[config.mk]
export PLATFORM = sky130hd
export DESIGN_NAME = module_mgmt_control_timing
export DESIGN_NICKNAME = d
export VERILOG_FILES = /design/src/rtl/mgmt_pkg.sv /design/src/rtl/module_mgmt_control_timing.sv
export SDC_FILE = /design/constraint.sdc
export NUM_CORES = 1
export LEC_CHECK = 0
export ABC_AREA = 1
export BUFFER_PORTS_ARGS = -buffer_cell sky130_fd_sc_hd__buf_4
export CAP_MARGIN = 10
export CELL_PAD_IN_SITES_DETAIL_PLACEMENT = 1
export CELL_PAD_IN_SITES_GLOBAL_PLACEMENT = 1
export CORE_AREA = 2 2 145 183
export CTS_BUF_LIST = sky130_fd_sc_hd__clkbuf_8
export CTS_CLUSTER_SIZE = 12
export DETAILED_ROUTE_END_ITERATION = 7
export DIE_AREA = 0 0 147 185
export GPL_ROUTABILITY_DRIVEN = 0
export MAX_ROUTING_LAYER = met4
export PLACE_DENSITY_LB_ADDON = 0.1
export SLEW_MARGIN = 20
export SYNTH_ARGS = -nofsm -noshare
export SYNTH_HDL_FRONTEND = slang
export SYNTH_SLANG_ARGS = --single-unit
export TNS_END_PERCENT = 50
[constraint.sdc]
create_clock -name sys_clk -period 4.75 [get_ports sys_clk]
set_input_delay 0.95 -clock sys_clk [delete_from_list [all_inputs] [get_ports sys_clk]]
set_output_delay 0.95 -clock sys_clk [all_outputs]
set_load 0.03 [all_outputs]
[src/rtl/mgmt_pkg.sv]
package mgmt_pkg;

	// ----------------------------------------------------------------
	// Timing
	// ----------------------------------------------------------------
	localparam int SYS_CLK_HZ = 40_000_000;
	localparam int INIT_TIME_MS = 2000;
	localparam int INIT_CYCLES_DFLT = INIT_TIME_MS * (SYS_CLK_HZ / 1000);
	localparam int INIT_CNT_W = 27;
	localparam int RESET_MIN_US = 2;
	localparam int RESET_MIN_CYCLES = (RESET_MIN_US * SYS_CLK_HZ + 999_999) / 1_000_000;
	localparam int RST_CNT_W = 7;

	// ----------------------------------------------------------------
	// Management byte map
	// ----------------------------------------------------------------
	localparam logic [6:0] DEV_ADDR = 7'h50;
	localparam logic [7:0] REG_ID = 8'h00;
	localparam logic [7:0] REG_STATUS = 8'h02;
	localparam logic [7:0] REG_FLAGS = 8'h03;
	localparam logic [7:0] REG_CTRL = 8'h5D;
	localparam logic [7:0] REG_MASK = 8'h64;
	localparam int DNR_BIT = 0;
	localparam int INIT_IRQ_BIT = 1;
	localparam int PDOWN_BIT = 1;

	// ----------------------------------------------------------------
	// Types
	// ----------------------------------------------------------------
	typedef enum logic [2:0] {
		BUS_IDLE = 3'b000,
		BUS_RX = 3'b001,
		BUS_RX_ACK = 3'b011,
		BUS_TX = 3'b010,
		BUS_TX_ACK = 3'b110
	} bus_state_e;

	typedef enum logic [1:0] {
		KIND_DEV = 2'b00,
		KIND_PTR = 2'b01,
		KIND_DATA = 2'b11
	} byte_kind_e;

	typedef struct packed {
		logic [3:0] fault;
		logic [3:0] los;
	} cond_s;

	typedef struct packed {
		cond_s cond;
		logic txdis;
		logic lp;
		logic rst_n;
		logic sel_n;
		logic sda;
		logic scl;
	} pins_s;

	typedef struct packed {
		pins_s meta;
		pins_s sync;
		logic scl_prev;
		logic sda_prev;
		cond_s cond_prev;
		logic [RST_CNT_W-1:0] rst_low_cnt;
		logic in_reset;
		logic [INIT_CNT_W-1:0] init_cnt;
		logic ready;
		logic init_irq;
		logic [7:0] flags;
		logic [7:0] mask;
		logic [7:0] ctrl;
		logic [7:0] mask_stage;
		logic [7:0] ctrl_stage;
		logic [7:0] clr_flags;
		logic wr_mask_pend;
		logic wr_ctrl_pend;
		logic clr_init;
		bus_state_e bst;
		byte_kind_e kind;
		logic [3:0] cnt;
		logic [7:0] shreg;
		logic [7:0] ptr;
		logic rw;
		logic nack;
		logic sda_oe;
		logic irq_n;
		logic lp_act;
		logic laser_en;
	} mgmt_s;

endpackage : mgmt_pkg

[src/rtl/module_mgmt_control_timing.sv]
// Functional notes
// - Fully functional within 2000 ms of start
// - Reset pin low must exceed 2 us
// - Serial bus answers within 2000 ms
// - Clear data-not-ready and assert interrupt, 2000 ms
// - Reset release to functional within 2000 ms
// - Functional means interrupt from data-ready
// - Low-power pin enters low power within 100 us
// - Interrupt asserts within 200 ms of condition
// - Clear-on-read releases interrupt within 500 us
// - Loss-of-signal flag and interrupt within 100 ms
// - Other flags and interrupt within 200 ms
// - Set mask inhibits interrupt within 100 ms
// - Cleared mask restores interrupt within 100 ms
// - Select asserted: answer bus within 100 us
// - Select released: stop answering within 100 us
// - Power-down bit enters low power, 100 ms
// - Power-down cleared: functional within 300 ms
// - Write timing counts from stop condition
// - Transmit-disable high or open disables laser
`timescale 1ns/10ps
module module_mgmt_control_timing
	import mgmt_pkg::*;
#(
	parameter int INIT_CYCLES = mgmt_pkg::INIT_CYCLES_DFLT,
	parameter logic [7:0] ID_VALUE = 8'h00 // arbitrary identifier value
)
(
	input wire logic sys_clk, // 40 MHz clock
	input wire logic rst_n, // power-on reset
	input wire logic scl_in, // serial clock from host
	input wire logic sda_in, // serial data wire level
	output logic sda_out, // serial data drive value
	output logic sda_oe, // pulls serial data low when high
	input wire logic module_select_n, // host selects module
	input wire logic module_reset_n, // host reset pin
	input wire logic low_power_request, // host low-power pin
	input wire logic transmit_disable_in, // laser disable pin
	input wire mgmt_pkg::cond_s cond_in, // raw loss and fault conditions
	output logic interrupt_out_n, // interrupt to host
	output logic module_present_n, // presence indication
	output logic low_power_active, // low power level in force
	output logic laser_enable, // laser output on
	output logic module_ready // fully functional
);
	import mgmt_pkg::*;

	mgmt_s s_reg;
	mgmt_s s_next;
	pins_s pins;
	logic scl_rise;
	logic scl_fall;
	logic start_c;
	logic stop_c;
	logic [7:0] cond_rise;

	// ----------------------------------------------------------------
	// Byte read decode
	// ----------------------------------------------------------------
	function automatic logic [7:0] read_byte(input mgmt_s s);
		logic [7:0] b;
		b = 8'h00;
		case (s.ptr)
			REG_ID: b = ID_VALUE;
			REG_STATUS:
			begin
				b[DNR_BIT] = ~s.ready;
				b[INIT_IRQ_BIT] = s.init_irq;
			end
			REG_FLAGS: b = s.flags;
			REG_MASK: b = s.mask;
			REG_CTRL: b = s.ctrl;
			default: b = 8'h00;
		endcase
		return b;
	endfunction : read_byte

	// ----------------------------------------------------------------
	// Pin sampling and bus events
	// ----------------------------------------------------------------
	assign pins = '{cond: cond_in, txdis: transmit_disable_in, lp: low_power_request,
		rst_n: module_reset_n, sel_n: module_select_n, sda: sda_in, scl: scl_in};
	assign scl_rise = s_reg.sync.scl & ~s_reg.scl_prev;
	assign scl_fall = ~s_reg.sync.scl & s_reg.scl_prev;
	assign start_c = s_reg.sync.scl & s_reg.scl_prev & s_reg.sda_prev & ~s_reg.sync.sda;
	assign stop_c = s_reg.sync.scl & s_reg.scl_prev & ~s_reg.sda_prev & s_reg.sync.sda;
	assign cond_rise = s_reg.sync.cond & ~s_reg.cond_prev;

	// ----------------------------------------------------------------
	// Next state
	// ----------------------------------------------------------------
	always_comb
	begin
		logic load;
		logic [7:0] clr;
		logic [7:0] tx;
		load = 1'b0;
		clr = 8'h00;
		tx = 8'h00;
		s_next = s_reg;
		s_next.meta = pins;
		s_next.sync = s_reg.meta;
		s_next.scl_prev = s_reg.sync.scl;
		s_next.sda_prev = s_reg.sync.sda;
		s_next.cond_prev = s_reg.sync.cond;

		// Short glitches on the reset pin are ignored
		if (s_reg.sync.rst_n)
		begin
			s_next.rst_low_cnt = '0;
			s_next.in_reset = 1'b0;
		end
		else if (s_reg.rst_low_cnt == RST_CNT_W'(RESET_MIN_CYCLES))
			s_next.in_reset = 1'b1;
		else
			s_next.rst_low_cnt = s_reg.rst_low_cnt + 1'b1;

		// Initialisation ends by raising the ready interrupt
		if (!s_reg.ready)
		begin
			if (s_reg.init_cnt == INIT_CNT_W'(INIT_CYCLES - 1))
			begin
				s_next.ready = 1'b1;
				s_next.init_irq = 1'b1;
			end
			else
				s_next.init_cnt = s_reg.init_cnt + 1'b1;
		end

		// Stop commits staged writes and read clears; set wins over clear
		if (stop_c)
		begin
			clr = s_reg.clr_flags;
			if (s_reg.wr_mask_pend)
				s_next.mask = s_reg.mask_stage;
			if (s_reg.wr_ctrl_pend)
				s_next.ctrl = s_reg.ctrl_stage;
			if (s_reg.clr_init && s_reg.ready)
				s_next.init_irq = 1'b0;
			s_next.wr_mask_pend = 1'b0;
			s_next.wr_ctrl_pend = 1'b0;
			s_next.clr_init = 1'b0;
			s_next.clr_flags = 8'h00;
		end
		s_next.flags = (s_reg.flags & ~clr) | cond_rise;

		// Two-wire slave
		if (stop_c)
		begin
			s_next.bst = BUS_IDLE;
			s_next.sda_oe = 1'b0;
		end
		else if (start_c)
		begin
			s_next.sda_oe = 1'b0;
			s_next.cnt = 4'h0;
			s_next.kind = KIND_DEV;
			s_next.bst = (!s_reg.sync.sel_n && !s_reg.in_reset) ? BUS_RX : BUS_IDLE;
		end
		else if (s_reg.sync.sel_n)
		begin
			// Deselect drops the transfer and whatever it staged
			s_next.bst = BUS_IDLE;
			s_next.sda_oe = 1'b0;
			s_next.wr_mask_pend = 1'b0;
			s_next.wr_ctrl_pend = 1'b0;
			s_next.clr_init = 1'b0;
			s_next.clr_flags = 8'h00;
		end
		else
		begin
			case (s_reg.bst)
				BUS_IDLE: s_next.bst = BUS_IDLE;
				BUS_RX:
				begin
					if (scl_rise)
					begin
						s_next.shreg = {s_reg.shreg[6:0], s_reg.sync.sda};
						s_next.cnt = s_reg.cnt + 1'b1;
					end
					else if (scl_fall && s_reg.cnt == 4'h8)
					begin
						s_next.cnt = 4'h0;
						if (s_reg.kind == KIND_DEV && s_reg.shreg[7:1] != DEV_ADDR)
							s_next.bst = BUS_IDLE;
						else
						begin
							s_next.bst = BUS_RX_ACK;
							s_next.sda_oe = 1'b1;
							if (s_reg.kind == KIND_DEV)
								s_next.rw = s_reg.shreg[0];
							else if (s_reg.kind == KIND_PTR)
								s_next.ptr = s_reg.shreg;
							else
							begin
								if (s_reg.ptr == REG_MASK)
								begin
									s_next.mask_stage = s_reg.shreg;
									s_next.wr_mask_pend = 1'b1;
								end
								if (s_reg.ptr == REG_CTRL)
								begin
									s_next.ctrl_stage = s_reg.shreg;
									s_next.wr_ctrl_pend = 1'b1;
								end
								s_next.ptr = s_reg.ptr + 1'b1;
							end
						end
					end
				end
				BUS_RX_ACK:
				begin
					if (scl_fall)
					begin
						s_next.sda_oe = 1'b0;
						if (s_reg.kind == KIND_DEV && s_reg.rw)
							load = 1'b1;
						else
						begin
							s_next.kind = (s_reg.kind == KIND_DEV) ? KIND_PTR : KIND_DATA;
							s_next.bst = BUS_RX;
						end
					end
				end
				BUS_TX:
				begin
					if (scl_fall)
					begin
						if (s_reg.cnt == 4'h8)
						begin
							s_next.sda_oe = 1'b0;
							s_next.bst = BUS_TX_ACK;
						end
						else
						begin
							s_next.shreg = {s_reg.shreg[6:0], 1'b0};
							s_next.sda_oe = ~s_reg.shreg[6];
							s_next.cnt = s_reg.cnt + 1'b1;
						end
					end
				end
				BUS_TX_ACK:
				begin
					if (scl_rise)
						s_next.nack = s_reg.sync.sda;
					else if (scl_fall)
					begin
						if (s_reg.nack)
							s_next.bst = BUS_IDLE;
						else
							load = 1'b1;
					end
				end
				default: s_next.bst = BUS_IDLE;
			endcase
		end

		// Read byte goes out MSB first; flag bits and the init interrupt that were read are cleared at stop
		if (load)
		begin
			tx = read_byte(s_reg);
			s_next.bst = BUS_TX;
			s_next.shreg = tx;
			s_next.sda_oe = ~tx[7];
			s_next.cnt = 4'h1;
			s_next.ptr = s_reg.ptr + 1'b1;
			if (s_reg.ptr == REG_FLAGS)
				s_next.clr_flags = s_reg.clr_flags | tx;
			if (s_reg.ptr == REG_STATUS && tx[INIT_IRQ_BIT])
				s_next.clr_init = 1'b1;
		end

		// Held reset wipes the management state and restarts initialisation
		if (s_reg.in_reset)
		begin
			s_next.ready = 1'b0;
			s_next.init_cnt = '0;
			s_next.init_irq = 1'b0;
			s_next.flags = 8'h00;
			s_next.mask = 8'h00;
			s_next.ctrl = 8'h00;
			s_next.wr_mask_pend = 1'b0;
			s_next.wr_ctrl_pend = 1'b0;
			s_next.clr_init = 1'b0;
			s_next.clr_flags = 8'h00;
			s_next.bst = BUS_IDLE;
			s_next.sda_oe = 1'b0;
		end

		// Registered pin outputs
		s_next.irq_n = ~(s_reg.init_irq | (|(s_reg.flags & ~s_reg.mask)));
		s_next.lp_act = s_reg.sync.lp | s_reg.ctrl[PDOWN_BIT];
		s_next.laser_en = ~s_reg.sync.txdis;
	end

	always_ff @(posedge sys_clk or negedge rst_n)
	begin
		if (!rst_n)
		begin
			s_reg <= '0;
			s_reg.irq_n <= 1'b1;
			// Laser stays off until the disable pin has really been sampled
			s_reg.meta.txdis <= 1'b1;
			s_reg.sync.txdis <= 1'b1;
		end
		else
			s_reg <= s_next;
	end

	assign sda_out = 1'b0;
	assign sda_oe = s_reg.sda_oe;
	assign interrupt_out_n = s_reg.irq_n;
	assign module_present_n = 1'b0;
	assign low_power_active = s_reg.lp_act;
	assign laser_enable = s_reg.laser_en;
	assign module_ready = s_reg.ready;
endmodule : module_mgmt_control_timing

==> reports/qor.txt <==
Status = finished, final reports clean
CP Launch Type = flip-flop
Row cnt = 66
Post-synth EDFFs = 0
DR pass1 iterations = 4
Synth Cell Area = 0.00806 mm^2
Leakage = 4.10 nW
Setup Viol. Count Final = 0
Clk slew on worst S/H paths = 0.09 ns
Overall Global Routing Usage = 0.189
CTS tree = yes
Crit path largest cell delay = 0.84 ns
Yosys top cell by area = dfrtp_1
Post-CTS Hold Fix Bufs = 0
Number of I/O pins = 23
Die width = 147 um
Tmin final = 2.61 ns
GRT overflow = 0
Initial antenna violation count = 0
Fraction of registers with async set/reset = 1.00
Cell variety after synth = 45
Wire per inst = 17.3 um
M1 GR Usage = 0.217
Root Driver = clkbuf_8
Via count = 6,533
Post-CTS Resized = 0
CP Class = flip-flop to flip-flop
Slowest CP cell = inv_2
Final ANT Viol Nets = 0
CP bufs+invs = 1
Yosys warns = 0
I/O Buffers = 20
Clock Sinks = 157
Slew margin rel. = 0.278
Fin nets = 1,041
Worst hold slack = 0.349 ns
Most common cell after layout, fill and taps aside = nand2_1
Core Area = 0.0256 mm^2
Sequential fraction of the synthesis area = 0.488
Most frequent cells in the layout = nand2_1 (262), dfrtp_1 (154), inv_1 (111)
Max Fanout on Critical Path = 51
Layout cell share with drive strength beyond 1 = 0.129
Via-per-instance ratio = 4.77
Overall Power = 2.56 mW
Critical Path RT = 5.05 ns
Worst path cell trace = inv_2 -> o21ai_1 -> nand3_1 -> o21ai_0
ANT cells = 0
H-tree level count = 4
DRC = 0
Final Cycle Share = 0.550
TNS Setup = 0 ns
Initial core utilization = 0.315
Family with the most delay on the worst path = buffers and inverters
RSZ-0062 raised after global routing = no
CTS Buf Count = 17
Worst Path Arrival = 2.91 ns
Clock Latency Late Sink = 0.48 ns
GR met2 Demand/Resource = 0.341
Final WL = 23.7 mm
#FFs+latches synth = 157
MaxCap Viol Count = 0
Maximum VDD drop = 160 uV
Slew Viols, Final = 0
Ys flop type = dfrtp_1
Post-Syn Area per Cell = 8.07 um^2
Fin. Hold Viols = 0
Vias in the first global route = 6,913
First-pass GRT wire length = 38.3 mm
First DRT Iteration DRCs = 249
Max Root-Sink Buffers = 2
Post-synth top area share = 0.478
Largest register FFs = 128
Critical path endpoint category = flip-flop
Die H = 185 um
Post-CTS Setup Inserts = 0
Gr busiest metal = met2
Cell count after synthesis = 999
Die area = 0.0272 mm^2
Achievable Freq = 383 MHz
Final core utilization = 0.348
Met3 global-route usage = 0.0283
Synth area leaders = dfrtp_1 (48%), nand2_1 (12%), nand3_1 (5.6%)
Cell Pwr Density = 287 mW/mm^2
Hold crit path type = flip-flop to flip-flop
Area Growth Syn to Fin = 10.7%
Largest net degree at the start of global routing = 77
Filler instances = 3,121
Worst-Margin Slew = 1.08 ns
Skew final = 0.0203 ns
DP HPWL = 17.1 mm
==> cell families (layout without fill, tap and decap cells) <==
group / count (synthesis) / in the layout / synth area share
buffers and inverters: 150 / 179 / 0.0785
adders and majority gates: 9 / 9 / 0.0140
DFF: 157 / 157 / 0.488
AOI/OAI and AO/OA: 140 / 140 / 0.0990
and+or+nand+nor: 524 / 524 / 0.301
xor gates and xnor gates: 18 / 18 / 0.0196
other: 1 / 2 / 0.000465
==> layout make-up <==
type,instances,area [um^2],area share
multi-input combinational,693,3500,0.393
clock buffer,18,248,0.0278
inverter,124,469,0.0526
clock inverter,14,166,0.0187
timing repair buffer,23,176,0.0198
tap,340,425,0.0477
sequential,157,3930,0.441
==> path summary, 6_finish.rpt <==
kind                                   startpoint                         to  slack [ns]  cells past startpoint
min                         s_next[141]$_DFF_PN0_      s_next[125]$_DFF_PN0_        0.35                      0
min in group asynchronous                   rst_n      s_reg[91]$_DFFE_PN0P_        0.50                      1
max reg2reg                s_reg[111]$_DFFE_PN0P_      s_reg[70]$_DFFE_PN0P_        2.14                      4
min reg2reg                 s_next[141]$_DFF_PN0_      s_next[125]$_DFF_PN0_        0.35                      0
max                        s_reg[111]$_DFFE_PN0P_      s_reg[70]$_DFFE_PN0P_        2.14                      4
max in group asynchronous                   rst_n  interrupt_out_n$_DFF_PN1_        3.18                      2
==> layer usage <==
layer	up-vias	share of wire
li1	3250	-
met1	3192	0.43
met2	63	0.53
met3	28	0.018
met4	0	0.021
met5	-	0
==> power by group <==
part / leakage, nW / internal (mW) / switching, mW
logic: 1.86 / 0.0295 / 0.0780
registers: 2.03 / 1.36 / 0.0160
clock network: 0.213 / 0.535 / 0.544
==> Yosys cell counts, types with 15 or more instances <==
master / count
nand3_1: 90
xor2_1: 15
a21oi_1: 34
nand2_1: 262
o21ai_0: 60
dfrtp_1: 154
nor2_1: 87
o21ai_2: 16
nand4_1: 28
nand2_2: 15
inv_1: 109
o21ai_1: 15
==> stage by stage <==
stage / setup WS, ns / cell area, um^2 / cells
floorplan: 3.08 / 8060 / 1000
global placement: 2.17 / 8500 / 1337
detailed placement: 2.15 / 8500 / 1337
CTS: 2.13 / 8920 / 1369
global route: 1.83 / 8920 / 1369
finish: 2.14 / 8920 / 1369
No activity file was read; power rests on OpenSTA's default activity.
